**config.mk**
```make
export PLATFORM = sky130hd
export DESIGN_NAME = dtp_regs
export DESIGN_NICKNAME = d
export VERILOG_FILES = /design/src/rtl/dtp_pkg.sv /design/src/rtl/dtp_regs.sv /design/src/rtl/dtp_cause_encoder.sv
export SDC_FILE = /design/constraint.sdc
export NUM_CORES = 1
export LEC_CHECK = 0
export ABC_AREA = 1
export BUFFER_PORTS_ARGS = -buffer_cell sky130_fd_sc_hd__buf_2
export CORE_MARGIN = 1.5
export CORE_UTILIZATION = 56
export DETAILED_ROUTE_END_ITERATION = 10
export GPL_ROUTABILITY_DRIVEN = 0
export PLACE_DENSITY = 0.83
export SLEW_MARGIN = 5
export SYNTH_ARGS = -nofsm -noshare
export SYNTH_HDL_FRONTEND = slang
export SYNTH_SLANG_ARGS = --single-unit
```
**constraint.sdc**
```tcl
create_clock -name core_clk_i -period 9.7 [get_ports core_clk_i]
set_input_delay 1.94 -clock core_clk_i [delete_from_list [all_inputs] [get_ports core_clk_i]]
set_output_delay 1.94 -clock core_clk_i [all_outputs]
set_load 0.05 [all_outputs]
```
**src/rtl/dtp_pkg.sv**
```systemverilog
// shared constants, types and register map of the trip code and profile register bank
//
// Contract
// - trip cause high byte; 0 none, 1-4 overcurrent
// - other trip causes use fixed documented codes
// - sequence program faults report codes 43-45
// - user/expansion faults map to 50s/60s/70s
// - low byte carries drive operating state 0-9
// - target frequency two words, used if serial
// - times from 10000 drop the hundredths digit
// - source select 03 means serial network command
package dtp_pkg;

  //////////////////////////////////////////////////////////////////////////////
  // holding register offsets (16-bit word addresses)
  localparam logic [15:0] ADDR_FREQ_HI = 16'h0001;
  localparam logic [15:0] ADDR_FREQ_LO = 16'h0002;
  localparam logic [15:0] ADDR_ACC1_HI = 16'h1103;
  localparam logic [15:0] ADDR_ACC1_LO = 16'h1104;
  localparam logic [15:0] ADDR_DEC1_HI = 16'h1105;
  localparam logic [15:0] ADDR_DEC1_LO = 16'h1106;
  localparam logic [15:0] ADDR_RUNKEY = 16'h1107;
  localparam logic [15:0] ADDR_ACC2_HI = 16'h2103;
  localparam logic [15:0] ADDR_ACC2_LO = 16'h2104;
  localparam logic [15:0] ADDR_DEC2_HI = 16'h2105;
  localparam logic [15:0] ADDR_DEC2_LO = 16'h2106;
  localparam logic [15:0] ADDR_ACC3_HI = 16'h3103;
  localparam logic [15:0] ADDR_ACC3_LO = 16'h3104;
  localparam logic [15:0] ADDR_DEC3_HI = 16'h3105;
  localparam logic [15:0] ADDR_DEC3_LO = 16'h3106;

  // storage slot of each register
  localparam int NUM_REGS = 15;
  localparam logic [3:0] IDX_FREQ_HI = 4'h0;
  localparam logic [3:0] IDX_FREQ_LO = 4'h1;
  localparam logic [3:0] IDX_ACC1_HI = 4'h2;
  localparam logic [3:0] IDX_ACC1_LO = 4'h3;
  localparam logic [3:0] IDX_DEC1_HI = 4'h4;
  localparam logic [3:0] IDX_DEC1_LO = 4'h5;
  localparam logic [3:0] IDX_RUNKEY = 4'h6;
  localparam logic [3:0] IDX_ACC2_HI = 4'h7;
  localparam logic [3:0] IDX_ACC2_LO = 4'h8;
  localparam logic [3:0] IDX_DEC2_HI = 4'h9;
  localparam logic [3:0] IDX_DEC2_LO = 4'hA;
  localparam logic [3:0] IDX_ACC3_HI = 4'hB;
  localparam logic [3:0] IDX_ACC3_LO = 4'hC;
  localparam logic [3:0] IDX_DEC3_HI = 4'hD;
  localparam logic [3:0] IDX_DEC3_LO = 4'hE;

  //////////////////////////////////////////////////////////////////////////////
  // value ranges and resets
  localparam logic [31:0] FREQ_MAX = 32'h0000_9C40;      // 40000 x 0.01 Hz
  localparam logic [31:0] TIME_MIN = 32'h0000_0001;      // 0.01 s
  localparam logic [31:0] TIME_MAX = 32'h0005_7E40;      // 360000 x 0.01 s
  localparam logic [31:0] TIME_COARSE_FROM = 32'h0000_2710; // 10000 = 100.0 s
  localparam logic [31:0] TIME_STEP_COARSE = 32'h0000_000A;
  localparam logic [15:0] REG_RESET = 16'h0000;
  localparam logic [7:0] FREQ_SRC_SERIAL = 8'h03;
  localparam logic [3:0] RANGE_INDEX_MAX = 4'h9;

  //////////////////////////////////////////////////////////////////////////////
  // trip cause codes, fixed ones carry their own value
  typedef enum logic [7:0] {
    CAUSE_NONE = 8'h00,
    CAUSE_OC_CONST = 8'h01,
    CAUSE_OC_DECEL = 8'h02,
    CAUSE_OC_ACCEL = 8'h03,
    CAUSE_OC_OTHER = 8'h04,
    CAUSE_OVERLOAD = 8'h05,
    CAUSE_BRAKE_RES = 8'h06,
    CAUSE_OVERVOLT = 8'h07,
    CAUSE_NVM = 8'h08,
    CAUSE_UNDERVOLT = 8'h09,
    CAUSE_CT = 8'h0A,
    CAUSE_CPU = 8'h0B,
    CAUSE_EXTERNAL = 8'h0C,
    CAUSE_UNATTENDED_START = 8'h0D,
    CAUSE_GROUND = 8'h0E,
    CAUSE_INPUT_OV = 8'h0F,
    CAUSE_POWER_FAIL = 8'h10,
    CAUSE_THERMAL_FAN = 8'h14,
    CAUSE_THERMAL = 8'h15,
    CAUSE_GATE_ARRAY = 8'h17,
    CAUSE_PHASE = 8'h18,
    CAUSE_MAIN_CIRCUIT = 8'h19,
    CAUSE_POWER_SWITCH = 8'h1E,
    CAUSE_THERMISTOR = 8'h23,
    CAUSE_BRAKE = 8'h24,
    CAUSE_ESTOP = 8'h25,
    CAUSE_LOW_SPEED_OL = 8'h26,
    CAUSE_SEQ_INSTR = 8'h2B,
    CAUSE_SEQ_NEST = 8'h2C,
    CAUSE_SEQ_EXEC = 8'h2D,
    CAUSE_SEQ_USER = 8'h32,     // base, plus index 0-9
    CAUSE_EXP1 = 8'h3C,         // base, plus index 0-9
    CAUSE_EXP2 = 8'h46          // base, plus index 0-9
  } dtp_cause_e;

  // drive operating state, low order of the trip factor
  typedef enum logic [7:0] {
    ST_RESET = 8'h00,
    ST_STOP = 8'h01,
    ST_DECEL = 8'h02,
    ST_CONST = 8'h03,
    ST_ACCEL = 8'h04,
    ST_ZERO_REF = 8'h05,
    ST_STARTING = 8'h06,
    ST_DC_BRAKE = 8'h07,
    ST_OL_LIMIT = 8'h08,
    ST_SERVO_FORCING = 8'h09
  } dtp_state_e;

  typedef struct packed {
    logic [7:0] cause;
    logic [7:0] state;
  } dtp_trip_factor_s;

  typedef struct packed {
    logic valid;
    dtp_cause_e kind;
    logic [3:0] index;
  } dtp_fault_s;

  typedef struct packed {
    logic rd;
    logic wr;
    logic [15:0] addr;
    logic [15:0] wdata;
  } dtp_reg_req_s;

  typedef struct packed {
    logic ack;
    logic err;
    logic [15:0] rdata;
  } dtp_reg_rsp_s;

endpackage : dtp_pkg

```
**src/rtl/dtp_regs.sv**
```systemverilog
// trip factor and main profile holding register bank of the drive
`timescale 1ns/100ps
`default_nettype none
module dtp_regs #(
  parameter logic [31:0] FREQ_LIMIT = dtp_pkg::FREQ_MAX,
  parameter logic [31:0] TIME_LIMIT = dtp_pkg::TIME_MAX
) (
  // clock and reset
  input wire logic core_clk_i,
  input wire logic reset_n_i,
  // holding register access from the network side
  input wire dtp_pkg::dtp_reg_req_s reg_req_i,
  output dtp_pkg::dtp_reg_rsp_s reg_rsp_o,
  // drive side status in
  input wire dtp_pkg::dtp_fault_s fault_i,
  input wire logic trip_reset_i,
  input wire logic [7:0] drive_state_i,
  input wire logic [7:0] frequency_source_select_i,
  // trip factor out
  output dtp_pkg::dtp_trip_factor_s trip_factor_o,
  output logic tripped_o,
  // profile values out
  output logic speed_target_valid_o,
  output logic [31:0] speed_target_o,
  output logic [2:0][31:0] accel_time_o,
  output logic [2:0][31:0] decel_time_o,
  output logic [15:0] run_key_routing_o
);

  //////////////////////////////////////////////////////////////////////////////
  // elaboration checks on the parameters
  if (FREQ_LIMIT > dtp_pkg::FREQ_MAX || FREQ_LIMIT == 32'h0000_0000) begin : g_bad_freq
    $error("FREQ_LIMIT must be 1 to 40000");
  end
  if (TIME_LIMIT > dtp_pkg::TIME_MAX || TIME_LIMIT < dtp_pkg::TIME_MIN) begin : g_bad_time
    $error("TIME_LIMIT must be 1 to 360000");
  end

  //////////////////////////////////////////////////////////////////////////////
  // helpers

  // address to storage slot; hit low for reserved or unknown words
  function automatic logic [4:0] decode_addr(input logic [15:0] addr);
    logic [4:0] res;
    res = 5'h00;
    case (addr)
      dtp_pkg::ADDR_FREQ_HI: res = {1'b1, dtp_pkg::IDX_FREQ_HI};
      dtp_pkg::ADDR_FREQ_LO: res = {1'b1, dtp_pkg::IDX_FREQ_LO};
      dtp_pkg::ADDR_ACC1_HI: res = {1'b1, dtp_pkg::IDX_ACC1_HI};
      dtp_pkg::ADDR_ACC1_LO: res = {1'b1, dtp_pkg::IDX_ACC1_LO};
      dtp_pkg::ADDR_DEC1_HI: res = {1'b1, dtp_pkg::IDX_DEC1_HI};
      dtp_pkg::ADDR_DEC1_LO: res = {1'b1, dtp_pkg::IDX_DEC1_LO};
      dtp_pkg::ADDR_RUNKEY: res = {1'b1, dtp_pkg::IDX_RUNKEY};
      dtp_pkg::ADDR_ACC2_HI: res = {1'b1, dtp_pkg::IDX_ACC2_HI};
      dtp_pkg::ADDR_ACC2_LO: res = {1'b1, dtp_pkg::IDX_ACC2_LO};
      dtp_pkg::ADDR_DEC2_HI: res = {1'b1, dtp_pkg::IDX_DEC2_HI};
      dtp_pkg::ADDR_DEC2_LO: res = {1'b1, dtp_pkg::IDX_DEC2_LO};
      dtp_pkg::ADDR_ACC3_HI: res = {1'b1, dtp_pkg::IDX_ACC3_HI};
      dtp_pkg::ADDR_ACC3_LO: res = {1'b1, dtp_pkg::IDX_ACC3_LO};
      dtp_pkg::ADDR_DEC3_HI: res = {1'b1, dtp_pkg::IDX_DEC3_HI};
      dtp_pkg::ADDR_DEC3_LO: res = {1'b1, dtp_pkg::IDX_DEC3_LO};
      default: res = 5'h00;
    endcase
    return res;
  endfunction : decode_addr

  // clamp a stored time into range, then coarsen long times
  function automatic logic [31:0] effective_time(input logic [31:0] raw);
    logic [31:0] v;
    v = raw;
    if (v < dtp_pkg::TIME_MIN) begin
      v = dtp_pkg::TIME_MIN;
    end else if (v > TIME_LIMIT) begin
      v = TIME_LIMIT;
    end
    if (v >= dtp_pkg::TIME_COARSE_FROM) begin
      v = v - (v % dtp_pkg::TIME_STEP_COARSE);
    end
    return v;
  endfunction : effective_time

  // join a high and low slot into one 32-bit value
  function automatic logic [31:0] pair_value(input logic [15:0] hi, input logic [15:0] lo);
    return {hi, lo};
  endfunction : pair_value

  //////////////////////////////////////////////////////////////////////////////
  // declarations
  logic [15:0] regs [dtp_pkg::NUM_REGS];
  logic [4:0] wr_dec;
  logic [4:0] rd_dec;
  logic code_valid;
  logic [7:0] code;
  logic [31:0] next_freq;
  logic [2:0][3:0] acc_hi_idx;
  logic [2:0][3:0] dec_hi_idx;
  logic [7:0] trip_cause;
  logic [7:0] op_state;

  assign wr_dec = decode_addr(reg_req_i.addr);
  assign rd_dec = wr_dec;
  assign acc_hi_idx = {dtp_pkg::IDX_ACC3_HI, dtp_pkg::IDX_ACC2_HI, dtp_pkg::IDX_ACC1_HI};
  assign dec_hi_idx = {dtp_pkg::IDX_DEC3_HI, dtp_pkg::IDX_DEC2_HI, dtp_pkg::IDX_DEC1_HI};

  //////////////////////////////////////////////////////////////////////////////
  // register storage; writes to reserved words change nothing
  always_ff @(posedge core_clk_i or negedge reset_n_i) begin
    if (!reset_n_i) begin
      for (int i = 0; i < dtp_pkg::NUM_REGS; i++) begin
        regs[i] <= dtp_pkg::REG_RESET;
      end
    end else if (reg_req_i.wr && wr_dec[4]) begin
      regs[wr_dec[3:0]] <= reg_req_i.wdata;
    end
  end

  //////////////////////////////////////////////////////////////////////////////
  // access answer, one cycle after the request
  always_ff @(posedge core_clk_i or negedge reset_n_i) begin
    if (!reset_n_i) begin
      reg_rsp_o <= '0;
    end else begin
      reg_rsp_o.ack <= reg_req_i.rd || reg_req_i.wr;
      // reserved words flag an error and read as zero
      reg_rsp_o.err <= (reg_req_i.rd || reg_req_i.wr) && !rd_dec[4];
      if (reg_req_i.rd && rd_dec[4]) begin
        reg_rsp_o.rdata <= regs[rd_dec[3:0]];
      end else begin
        reg_rsp_o.rdata <= 16'h0000;
      end
    end
  end

  //////////////////////////////////////////////////////////////////////////////
  // trip cause encoding
  dtp_cause_encoder u_cause_encoder (
    .fault_i(fault_i),
    .code_valid_o(code_valid),
    .code_o(code)
  );

  // first trip is held until reset; a trip in the reset cycle still lands
  always_ff @(posedge core_clk_i or negedge reset_n_i) begin
    if (!reset_n_i) begin
      trip_cause <= dtp_pkg::CAUSE_NONE;
      tripped_o <= 1'b0;
    end else if (code_valid && (!tripped_o || trip_reset_i)) begin
      trip_cause <= code;
      tripped_o <= 1'b1;
    end else if (trip_reset_i) begin
      trip_cause <= dtp_pkg::CAUSE_NONE;
      tripped_o <= 1'b0;
    end
  end

  // operating state follows the drive; codes past 9 keep the last good one
  always_ff @(posedge core_clk_i or negedge reset_n_i) begin
    if (!reset_n_i) begin
      op_state <= dtp_pkg::ST_RESET;
    end else if (drive_state_i <= dtp_pkg::ST_SERVO_FORCING) begin
      op_state <= drive_state_i;
    end
  end

  // both halves are flops; one driver keeps the packed word legal for every tool
  assign trip_factor_o = {trip_cause, op_state};

  //////////////////////////////////////////////////////////////////////////////
  // frequency target, only offered when the serial command is the source
  always_comb begin
    next_freq = pair_value(regs[dtp_pkg::IDX_FREQ_HI], regs[dtp_pkg::IDX_FREQ_LO]);
    // the two words land separately, so an out-of-range pair is clamped
    if (next_freq > FREQ_LIMIT) begin
      next_freq = FREQ_LIMIT;
    end
  end

  always_ff @(posedge core_clk_i or negedge reset_n_i) begin
    if (!reset_n_i) begin
      speed_target_o <= 32'h0000_0000;
      speed_target_valid_o <= 1'b0;
    end else begin
      speed_target_o <= next_freq;
      speed_target_valid_o <= (frequency_source_select_i == dtp_pkg::FREQ_SRC_SERIAL);
    end
  end

  //////////////////////////////////////////////////////////////////////////////
  // ramp times of the three motor sets
  always_ff @(posedge core_clk_i or negedge reset_n_i) begin
    if (!reset_n_i) begin
      accel_time_o <= '0;
      decel_time_o <= '0;
    end else begin
      for (int m = 0; m < 3; m++) begin
        accel_time_o[m] <= effective_time(pair_value(regs[acc_hi_idx[m]], regs[acc_hi_idx[m] + 4'h1]));
        decel_time_o[m] <= effective_time(pair_value(regs[dec_hi_idx[m]], regs[dec_hi_idx[m] + 4'h1]));
      end
    end
  end

  // keypad run key routing word passes through a flop
  always_ff @(posedge core_clk_i or negedge reset_n_i) begin
    if (!reset_n_i) begin
      run_key_routing_o <= dtp_pkg::REG_RESET;
    end else begin
      run_key_routing_o <= regs[dtp_pkg::IDX_RUNKEY];
    end
  end

endmodule : dtp_regs
`default_nettype wire

```
**src/rtl/dtp_cause_encoder.sv**
```systemverilog
// turns a reported fault kind and index into a trip cause code
`timescale 1ns/100ps
`default_nettype none
module dtp_cause_encoder (
  // fault in
  input wire dtp_pkg::dtp_fault_s fault_i,
  // code out
  output logic code_valid_o,
  output logic [7:0] code_o
);

  //////////////////////////////////////////////////////////////////////////////
  // ranged kinds add the index, fixed kinds pass their own value
  always_comb begin
    code_valid_o = 1'b0;
    code_o = dtp_pkg::CAUSE_NONE;
    case (fault_i.kind)
      dtp_pkg::CAUSE_SEQ_USER, dtp_pkg::CAUSE_EXP1, dtp_pkg::CAUSE_EXP2: begin
        // an index past 9 would alias the next range, so drop it
        code_valid_o = fault_i.valid && (fault_i.index <= dtp_pkg::RANGE_INDEX_MAX);
        code_o = fault_i.kind + {4'h0, fault_i.index};
      end
      dtp_pkg::CAUSE_NONE: begin
        code_valid_o = 1'b0;
        code_o = dtp_pkg::CAUSE_NONE;
      end
      dtp_pkg::CAUSE_OC_CONST, dtp_pkg::CAUSE_OC_DECEL, dtp_pkg::CAUSE_OC_ACCEL,
      dtp_pkg::CAUSE_OC_OTHER: begin
        code_valid_o = fault_i.valid;
        code_o = fault_i.kind;
      end
      dtp_pkg::CAUSE_SEQ_INSTR, dtp_pkg::CAUSE_SEQ_NEST, dtp_pkg::CAUSE_SEQ_EXEC: begin
        code_valid_o = fault_i.valid;
        code_o = fault_i.kind;
      end
      default: begin
        // every other enum member is a fixed code; foreign values are refused
        code_valid_o = fault_i.valid && (fault_i.kind inside {
          dtp_pkg::CAUSE_OVERLOAD, dtp_pkg::CAUSE_BRAKE_RES, dtp_pkg::CAUSE_OVERVOLT,
          dtp_pkg::CAUSE_NVM, dtp_pkg::CAUSE_UNDERVOLT, dtp_pkg::CAUSE_CT, dtp_pkg::CAUSE_CPU,
          dtp_pkg::CAUSE_EXTERNAL, dtp_pkg::CAUSE_UNATTENDED_START, dtp_pkg::CAUSE_GROUND,
          dtp_pkg::CAUSE_INPUT_OV, dtp_pkg::CAUSE_POWER_FAIL, dtp_pkg::CAUSE_THERMAL_FAN,
          dtp_pkg::CAUSE_THERMAL, dtp_pkg::CAUSE_GATE_ARRAY, dtp_pkg::CAUSE_PHASE,
          dtp_pkg::CAUSE_MAIN_CIRCUIT, dtp_pkg::CAUSE_POWER_SWITCH, dtp_pkg::CAUSE_THERMISTOR,
          dtp_pkg::CAUSE_BRAKE, dtp_pkg::CAUSE_ESTOP, dtp_pkg::CAUSE_LOW_SPEED_OL});
        code_o = fault_i.kind;
      end
    endcase
  end

endmodule : dtp_cause_encoder
`default_nettype wire

```
==> results of run 1 <==
[metal layers]
metal	GRT overflow	track usage, %
met4	338	85.4
met2	675	97.0
met5	18	56.8
met3	94	74.8
met1	107	80.7
[cells in the mapped netlist, types with 8 or more instances]
library cell	number
sky130_fd_sc_hd__nor4_1	43
sky130_fd_sc_hd__nand2_1	1359
sky130_fd_sc_hd__nand2_2	268
sky130_fd_sc_hd__nand3b_1	29
sky130_fd_sc_hd__nand4_1	118
sky130_fd_sc_hd__o221ai_1	30
sky130_fd_sc_hd__o22ai_1	64
sky130_fd_sc_hd__o211ai_1	24
sky130_fd_sc_hd__inv_1	596
sky130_fd_sc_hd__nor2_1	377
sky130_fd_sc_hd__xor2_1	89
sky130_fd_sc_hd__ha_1	202
sky130_fd_sc_hd__clkinv_2	8
sky130_fd_sc_hd__o21bai_1	26
sky130_fd_sc_hd__buf_6	25
sky130_fd_sc_hd__clkinv_1	9
sky130_fd_sc_hd__clkbuf_1	106
sky130_fd_sc_hd__o21a_1	9
sky130_fd_sc_hd__a31oi_1	9
sky130_fd_sc_hd__nand3_1	496
sky130_fd_sc_hd__nand3_2	74
sky130_fd_sc_hd__xnor2_1	59
sky130_fd_sc_hd__a21oi_1	261
sky130_fd_sc_hd__o21ai_0	441
sky130_fd_sc_hd__or2_2	12
sky130_fd_sc_hd__dfrtp_1	516
sky130_fd_sc_hd__o2111ai_1	11
sky130_fd_sc_hd__o21ai_2	11
sky130_fd_sc_hd__inv_2	111
sky130_fd_sc_hd__nor3_1	68
sky130_fd_sc_hd__a21o_1	8
sky130_fd_sc_hd__o21ai_1	29
sky130_fd_sc_hd__nand2_4	37
sky130_fd_sc_hd__nor2_2	21
sky130_fd_sc_hd__a211oi_1	25
[cell families after synthesis]
family / after synthesis
AO/OA/AOI/OAI: 1001
XOR/XNOR: 152
adder cells (fa/ha/maj): 203
buffers and inverters: 883
flip-flops: 516
other: 2
AND/OR/NAND/NOR: 2928
[metrics by stage]
step | cell area (um2) | hold WS [ns] | utilization, % | setup TNS [ns]
2_1_floorplan | 40700 | 0.374 | - | -0.0410
3_5_place_dp | 48600 | 0.432 | 69.1 | -41.90
4_1_cts | 55600 | 0.447 | 79.0 | -14.48
3_3_place_gp | 48600 | 0.430 | 69.1 | -9.93
[repair_timing]
item,CTS
setup buffers,361
cloned,3
pin swaps,307
gates resized for setup,575
endpoints found under the setup margin,84
==> metrics.txt, run 1 <==
# TYPE chip_impl_metric gauge
chip_impl_info{name="synth_top_family_by_area",value="simple AND/OR/NAND/NOR gates"} 1
chip_impl_metric{name="post_cts_hold_buffer_count",unit=""} 0
chip_impl_info{name="last-stage-reached",value="5_1_grt"} 1
chip_impl_metric{name="synth-compound-area-share",unit="%"} 14.3
chip_impl_metric{name="synth-seq-area-share",unit="%"} 32.3
chip_impl_metric{name="muxShareOfSynthArea",unit="%"} 0
chip_impl_metric{name="synth_edf_count",unit=""} 0
chip_impl_info{name="status",value="did not finish"} 1
chip_impl_metric{name="initial_core_util",unit="%"} 56.8
chip_impl_metric{name="htreeDepth",unit=""} 2
chip_impl_info{name="synth.area.top_cells",value="sky130_fd_sc_hd__dfrtp_1 32%, sky130_fd_sc_hd__nand2_1 13%, sky130_fd_sc_hd__ha_1 6.3%, sky130_fd_sc_hd__nand3_1 6.2%, sky130_fd_sc_hd__inv_1 5.6%"} 1
chip_impl_info{name="worstEpCategory",value="register input"} 1
chip_impl_metric{name="clock_path_buffers",unit=""} 3
chip_impl_info{name="clockRootBuffer",value="sky130_fd_sc_hd__clkbuf_16"} 1
chip_impl_metric{name="synth_area",unit="um2"} 40000
chip_impl_metric{name="grtUsageTotal",unit="%"} 84.0
chip_impl_metric{name="dp_wirelength",unit="um"} 93100
chip_impl_metric{name="num_io_pins",unit=""} 342
chip_impl_metric{name="ys_ff_latch",unit=""} 516
chip_impl_info{name="synth.largest_area_cell",value="sky130_fd_sc_hd__dfrtp_1"} 1
chip_impl_metric{name="horiz_die_dim",unit="um"} 270
chip_impl_metric{name="synth-warning-count",unit=""} 0
chip_impl_metric{name="synth.distinct_cells",unit=""} 73
chip_impl_metric{name="grt_max_degree",unit=""} 158
chip_impl_metric{name="die_y",unit="um"} 270
chip_impl_metric{name="tritoncts.num_buffers",unit=""} 55
chip_impl_metric{name="post-place-ws",unit="ns"} -1.09
chip_impl_metric{name="synth_xor_area_share",unit="%"} 3.44
chip_impl_metric{name="async_reset_ff_share",unit="%"} 100
chip_impl_metric{name="synthAdderAreaFrac",unit="%"} 6.37
chip_impl_metric{name="global_route.overflow_total",unit=""} 1232
chip_impl_metric{name="place.port_buffers",unit=""} 341
chip_impl_metric{name="placement_rows",unit=""} 97
chip_impl_metric{name="syn_area_per_cell",unit="um2"} 7.04
chip_impl_metric{name="post-synth-top-area-fraction",unit="%"} 32.3
chip_impl_metric{name="placed_cells_incl_taps",unit=""} 7765
chip_impl_metric{name="cts_num_sinks",unit=""} 516
chip_impl_info{name="tool.error",value="[ERROR GRT-0232] Routing congestion too high. Check the congestion heatmap in the GUI."} 1
chip_impl_info{name="repair-timing-grt-worst-ep",value="decel_time_o[63]$_DFF_PN0_/D"} 1
chip_impl_metric{name="netlist_instances",unit=""} 5685
chip_impl_metric{name="synth-simple-area-share",unit="%"} 34.6
chip_impl_info{name="synthFlopType",value="sky130_fd_sc_hd__dfrtp_1"} 1
==> inputs of run 2 (changes only) <==
CORE_UTILIZATION = 40   (was 56)
PLACE_DENSITY = not set   (was 0.83)
PLACE_DENSITY_LB_ADDON = 0.15   (was not set)
clock period = 12.6 ns   (was 9.7 ns; I/O delays follow)
==> run 2 against run 1 <==
Effect of this change: the run now ends clean; synthesized cell count unchanged; synthesized area unchanged.
==> metrics.txt, run 2 <==
# TYPE chip_impl_metric gauge
chip_impl_info{name="status",value="completed"} 1
chip_impl_metric{name="timing.clock.skew",unit="ns"} 0.0334
chip_impl_info{name="worstReg2RegStart",value="regs[206]"} 1
chip_impl_metric{name="post-place-ws",unit="ns"} 0.712
chip_impl_metric{name="grt_pass1_vias",unit=""} 35489
chip_impl_metric{name="routed_wire_length_per_instance",unit="um"} 16.2
chip_impl_metric{name="drive_gt1_share",unit="%"} 17.6
chip_impl_metric{name="synth_edf_count",unit=""} 0
chip_impl_metric{name="worst_slack",unit="ns"} 1.44
chip_impl_metric{name="p_seq_share",unit="%"} 36.6
chip_impl_metric{name="ys_ff_latch",unit=""} 516
chip_impl_metric{name="relSlewSlack",unit="%"} 25.3
chip_impl_metric{name="sw_frac_of_total",unit="%"} 30.7
chip_impl_metric{name="grt_max_degree",unit=""} 155
chip_impl_metric{name="final.period_utilization",unit="%"} 88.6
chip_impl_metric{name="grtUsageTotal",unit="%"} 23.2
chip_impl_info{name="synth.largest_area_cell",value="sky130_fd_sc_hd__dfrtp_1"} 1
chip_impl_metric{name="async_reset_ff_share",unit="%"} 100
chip_impl_metric{name="antenna_found_initial",unit=""} 8
chip_impl_metric{name="power_density",unit="nW/um2"} 100
chip_impl_metric{name="clkPwrFrac",unit="%"} 42.7
chip_impl_metric{name="core_region_area",unit="um2"} 98700
chip_impl_info{name="layout_top_registers",value="regs: 240 flops, accel_time_o: 96 flops, decel_time_o: 96 flops"} 1
chip_impl_metric{name="worstSkewPairLatency",unit="ns"} 0.70
chip_impl_metric{name="vias_per_cell",unit=""} 5.18
chip_impl_metric{name="postRouteWirelength",unit="um"} 121000
chip_impl_metric{name="grt_pass1_wl",unit="um"} 191000
chip_impl_info{name="layout.cells.most_common_list",value="1356 x sky130_fd_sc_hd__nand2_1, 594 x sky130_fd_sc_hd__inv_1, 509 x sky130_fd_sc_hd__dfrtp_1, 496 x sky130_fd_sc_hd__nand3_1, 427 x sky130_fd_sc_hd__o21ai_0"} 1
chip_impl_info{name="worst_setup_path_startpoint",value="regs[206]"} 1
chip_impl_metric{name="num_io_pins",unit=""} 342
chip_impl_metric{name="post_cts_hold_buffer_count",unit=""} 0
chip_impl_metric{name="worst_path_required_time",unit="ns"} 13.14
chip_impl_metric{name="path_clk_slew",unit="ns"} 0.06
chip_impl_metric{name="htreeDepth",unit=""} 2
chip_impl_info{name="crit_path_end_kind",value="register"} 1
chip_impl_metric{name="syn_area_per_cell",unit="um2"} 7.04
chip_impl_metric{name="post-synth-top-area-fraction",unit="%"} 32.3
chip_impl_metric{name="irDropWorstVdd",unit="mV"} 0.0985
chip_impl_metric{name="detail-route-antenna-nets",unit=""} 0
chip_impl_info{name="layout_commonest_cell",value="sky130_fd_sc_hd__nand2_1"} 1
chip_impl_metric{name="route.vias.total",unit=""} 38719
chip_impl_metric{name="largest_register_ffs",unit=""} 240
chip_impl_info{name="synth.area.top_cells",value="sky130_fd_sc_hd__dfrtp_1 32%, sky130_fd_sc_hd__nand2_1 13%, sky130_fd_sc_hd__ha_1 6.3%, sky130_fd_sc_hd__nand3_1 6.2%, sky130_fd_sc_hd__inv_1 5.6%"} 1
chip_impl_metric{name="placement_rows",unit=""} 115
chip_impl_metric{name="worst_path_largest_cell_delay",unit="ns"} 0.42
chip_impl_info{name="critical_path.slowest_cell",value="sky130_fd_sc_hd__dfrtp_1"} 1
chip_impl_metric{name="dp_wirelength",unit="um"} 91000
chip_impl_metric{name="worstPathMaxFanout",unit=""} 15
chip_impl_metric{name="synth.distinct_cells",unit=""} 73
chip_impl_metric{name="synth-warning-count",unit=""} 0
chip_impl_info{name="yosysMostFrequentCell",value="sky130_fd_sc_hd__nand2_1"} 1
chip_impl_metric{name="place.port_buffers",unit=""} 341
chip_impl_metric{name="flow.area_growth_from_synthesis",unit="%"} 14.4
chip_impl_info{name="registers.top_by_ff_count",value="regs"} 1
chip_impl_metric{name="worstRegToRegCells",unit=""} 103
chip_impl_metric{name="timing.hold.worst_path_depth",unit=""} 0
chip_impl_metric{name="global_route.overflow_total",unit=""} 0
chip_impl_metric{name="internal_power",unit="mW"} 3.18
chip_impl_metric{name="finalHoldViolations",unit=""} 0
chip_impl_info{name="tritoncts",value="built"} 1
chip_impl_info{name="clockRootBuffer",value="sky130_fd_sc_hd__clkbuf_16"} 1
chip_impl_info{name="timing.setup.critical_path_class",value="register to register"} 1
chip_impl_info{name="synthFlopType",value="sky130_fd_sc_hd__dfrtp_1"} 1
chip_impl_info{name="grt_setup_unrepaired",value="yes"} 1
chip_impl_metric{name="maxClockFrequency",unit="GHz"} 0.0896
chip_impl_metric{name="final_max_slew_viol_count",unit=""} 0
chip_impl_metric{name="die_y",unit="um"} 319
chip_impl_info{name="critical_path.most_common_cell",value="sky130_fd_sc_hd__nand2_2"} 1
chip_impl_metric{name="netlist_instances",unit=""} 5685
chip_impl_metric{name="total_die_area",unit="um2"} 102000
chip_impl_metric{name="cts_num_sinks",unit=""} 516
chip_impl_metric{name="post_route_drc_violation_count",unit=""} 0
chip_impl_metric{name="timing.setup.tns",unit="ns"} 0
chip_impl_metric{name="setup_violations",unit=""} 0
chip_impl_metric{name="synth-seq-area-share",unit="%"} 32.3
chip_impl_metric{name="clock_path_buffers",unit=""} 3
chip_impl_metric{name="final_net_count",unit=""} 6402
chip_impl_metric{name="horiz_die_dim",unit="um"} 319
chip_impl_info{name="critPathLaunchType",value="register"} 1
chip_impl_metric{name="initial_core_util",unit="%"} 40.5
chip_impl_metric{name="maxCapViolCount",unit=""} 0
chip_impl_metric{name="worstMarginPinSlew",unit="ns"} 1.12
chip_impl_metric{name="fin_util",unit="%"} 46.4
chip_impl_info{name="worst_hold_startpoint",value="regs[131]"} 1
chip_impl_metric{name="final_period_minus_worst_setup_slack",unit="ns"} 11.16
chip_impl_metric{name="synth_area",unit="um2"} 40000
chip_impl_metric{name="drtPass1Iterations",unit=""} 5
chip_impl_metric{name="p_leak",unit="nW"} 25.2
chip_impl_metric{name="n_fill_cell",unit=""} 10152
chip_impl_info{name="yosys-top-cells-count",value="1359 x sky130_fd_sc_hd__nand2_1, 596 x sky130_fd_sc_hd__inv_1, 516 x sky130_fd_sc_hd__dfrtp_1"} 1
chip_impl_info{name="holdCritPathClass",value="register to register"} 1
chip_impl_metric{name="drt-initial-drc-count",unit=""} 2766
chip_impl_metric{name="net-switching-power",unit="mW"} 1.41
chip_impl_metric{name="comb_power_share",unit="%"} 20.7
chip_impl_metric{name="arrival_time_worst_endpoint",unit="ns"} 11.70
chip_impl_metric{name="tritoncts.num_buffers",unit=""} 60
-- run 2: cell counts after synthesis --
No cell type changed its count.
-- run 2: metrics by stage --
step | cells | hold slack [ns] | area (um2) | total power, mW
after floorplan | 5855 | 0.374 | 40600 | 2.42
after global placement | 7351 | 0.417 | 43300 | 2.62
after detailed placement | 7351 | 0.424 | 43300 | 2.62
after CTS | 7462 | 0.418 | 45600 | 4.61
after global routing | 7472 | 0.410 | 45800 | 4.84
final | 7472 | 0.406 | 45800 | 4.59
-- run 2: logic make-up (layout without fill, tap and decap cells) --
logic type	after synthesis	count (layout)	share of synthesized area [%]
xor+xnor	152	152	3.44
flops	516	516	32.3
fa+ha+maj	203	203	6.37
buf+inv	883	1208	8.96
other cells	2	175	0.0188
simple gates	2928	2930	34.6
compound gates	1001	1001	14.3
-- run 2: layer usage --
layer	wire [um]	vias to the layer above	part of all wire, %	GRT usage (%)
met4	3500	2	2.9	6.75
met2	56600	985	47	38.9
met3	6930	185	5.7	3.25
met1	53700	17923	44	30.9
li1	-	19624	-	-
met5	10	-	0.0083	0
-- run 2: cell type report --
cell class	instances	area [um2]	area share, %
repair buffers	364	1900	4.15
multi-input cells	4458	24300	53.1
flip-flops and latches	516	12900	28.2
well taps	1287	1610	3.52
inverters	733	2800	6.10
clock buffers	81	1770	3.87
diodes	3	7.51	0.0164
clock inverters	30	455	0.995
-- run 2: what timing repair did --
| item | in CTS | in global routing |
|---|---|---|
| gates resized for setup | 0 | 56 |
| setup endpoints to repair | 0 | 26 |
| setup buffers | 0 | 5 |
-- run 2: worst max-delay path: cells and delay by family, from the launching register on --
family,cells,cell delay [ns]
AOI/OAI and AO/OA,14,2.03
xor gates and xnor gates,3,0.44
adders and majority gates,2,0.52
buffers and inverters,11,0.85
DFF,1,0.42
and+or+nand+nor,73,6.73
-- run 2: final timing paths --
| check | end | slack [ns] |
|---|---|---|
| max | accel_time_o[30] | 1.44 |
| min | run_key_routing_o[3] | 0.41 |
| max reg2reg | accel_time_o[30] | 1.44 |
| min reg2reg | run_key_routing_o[3] | 0.41 |
| max in group asynchronous | regs[191] | 9.18 |
| min in group asynchronous | decel_time_o[28] | 1.80 |
-- run 2: power groups by stage --
stage,clock (mW),combinational (mW),sequential [mW]
finish,1.96,0.952,1.68
floorplan,0,0.657,1.77
CTS,2.01,0.915,1.68
global route,2.08,1.08,1.68
global placement,0,0.911,1.71
detailed placement,0,0.910,1.71
No activity file was read; power rests on OpenSTA's default activity.
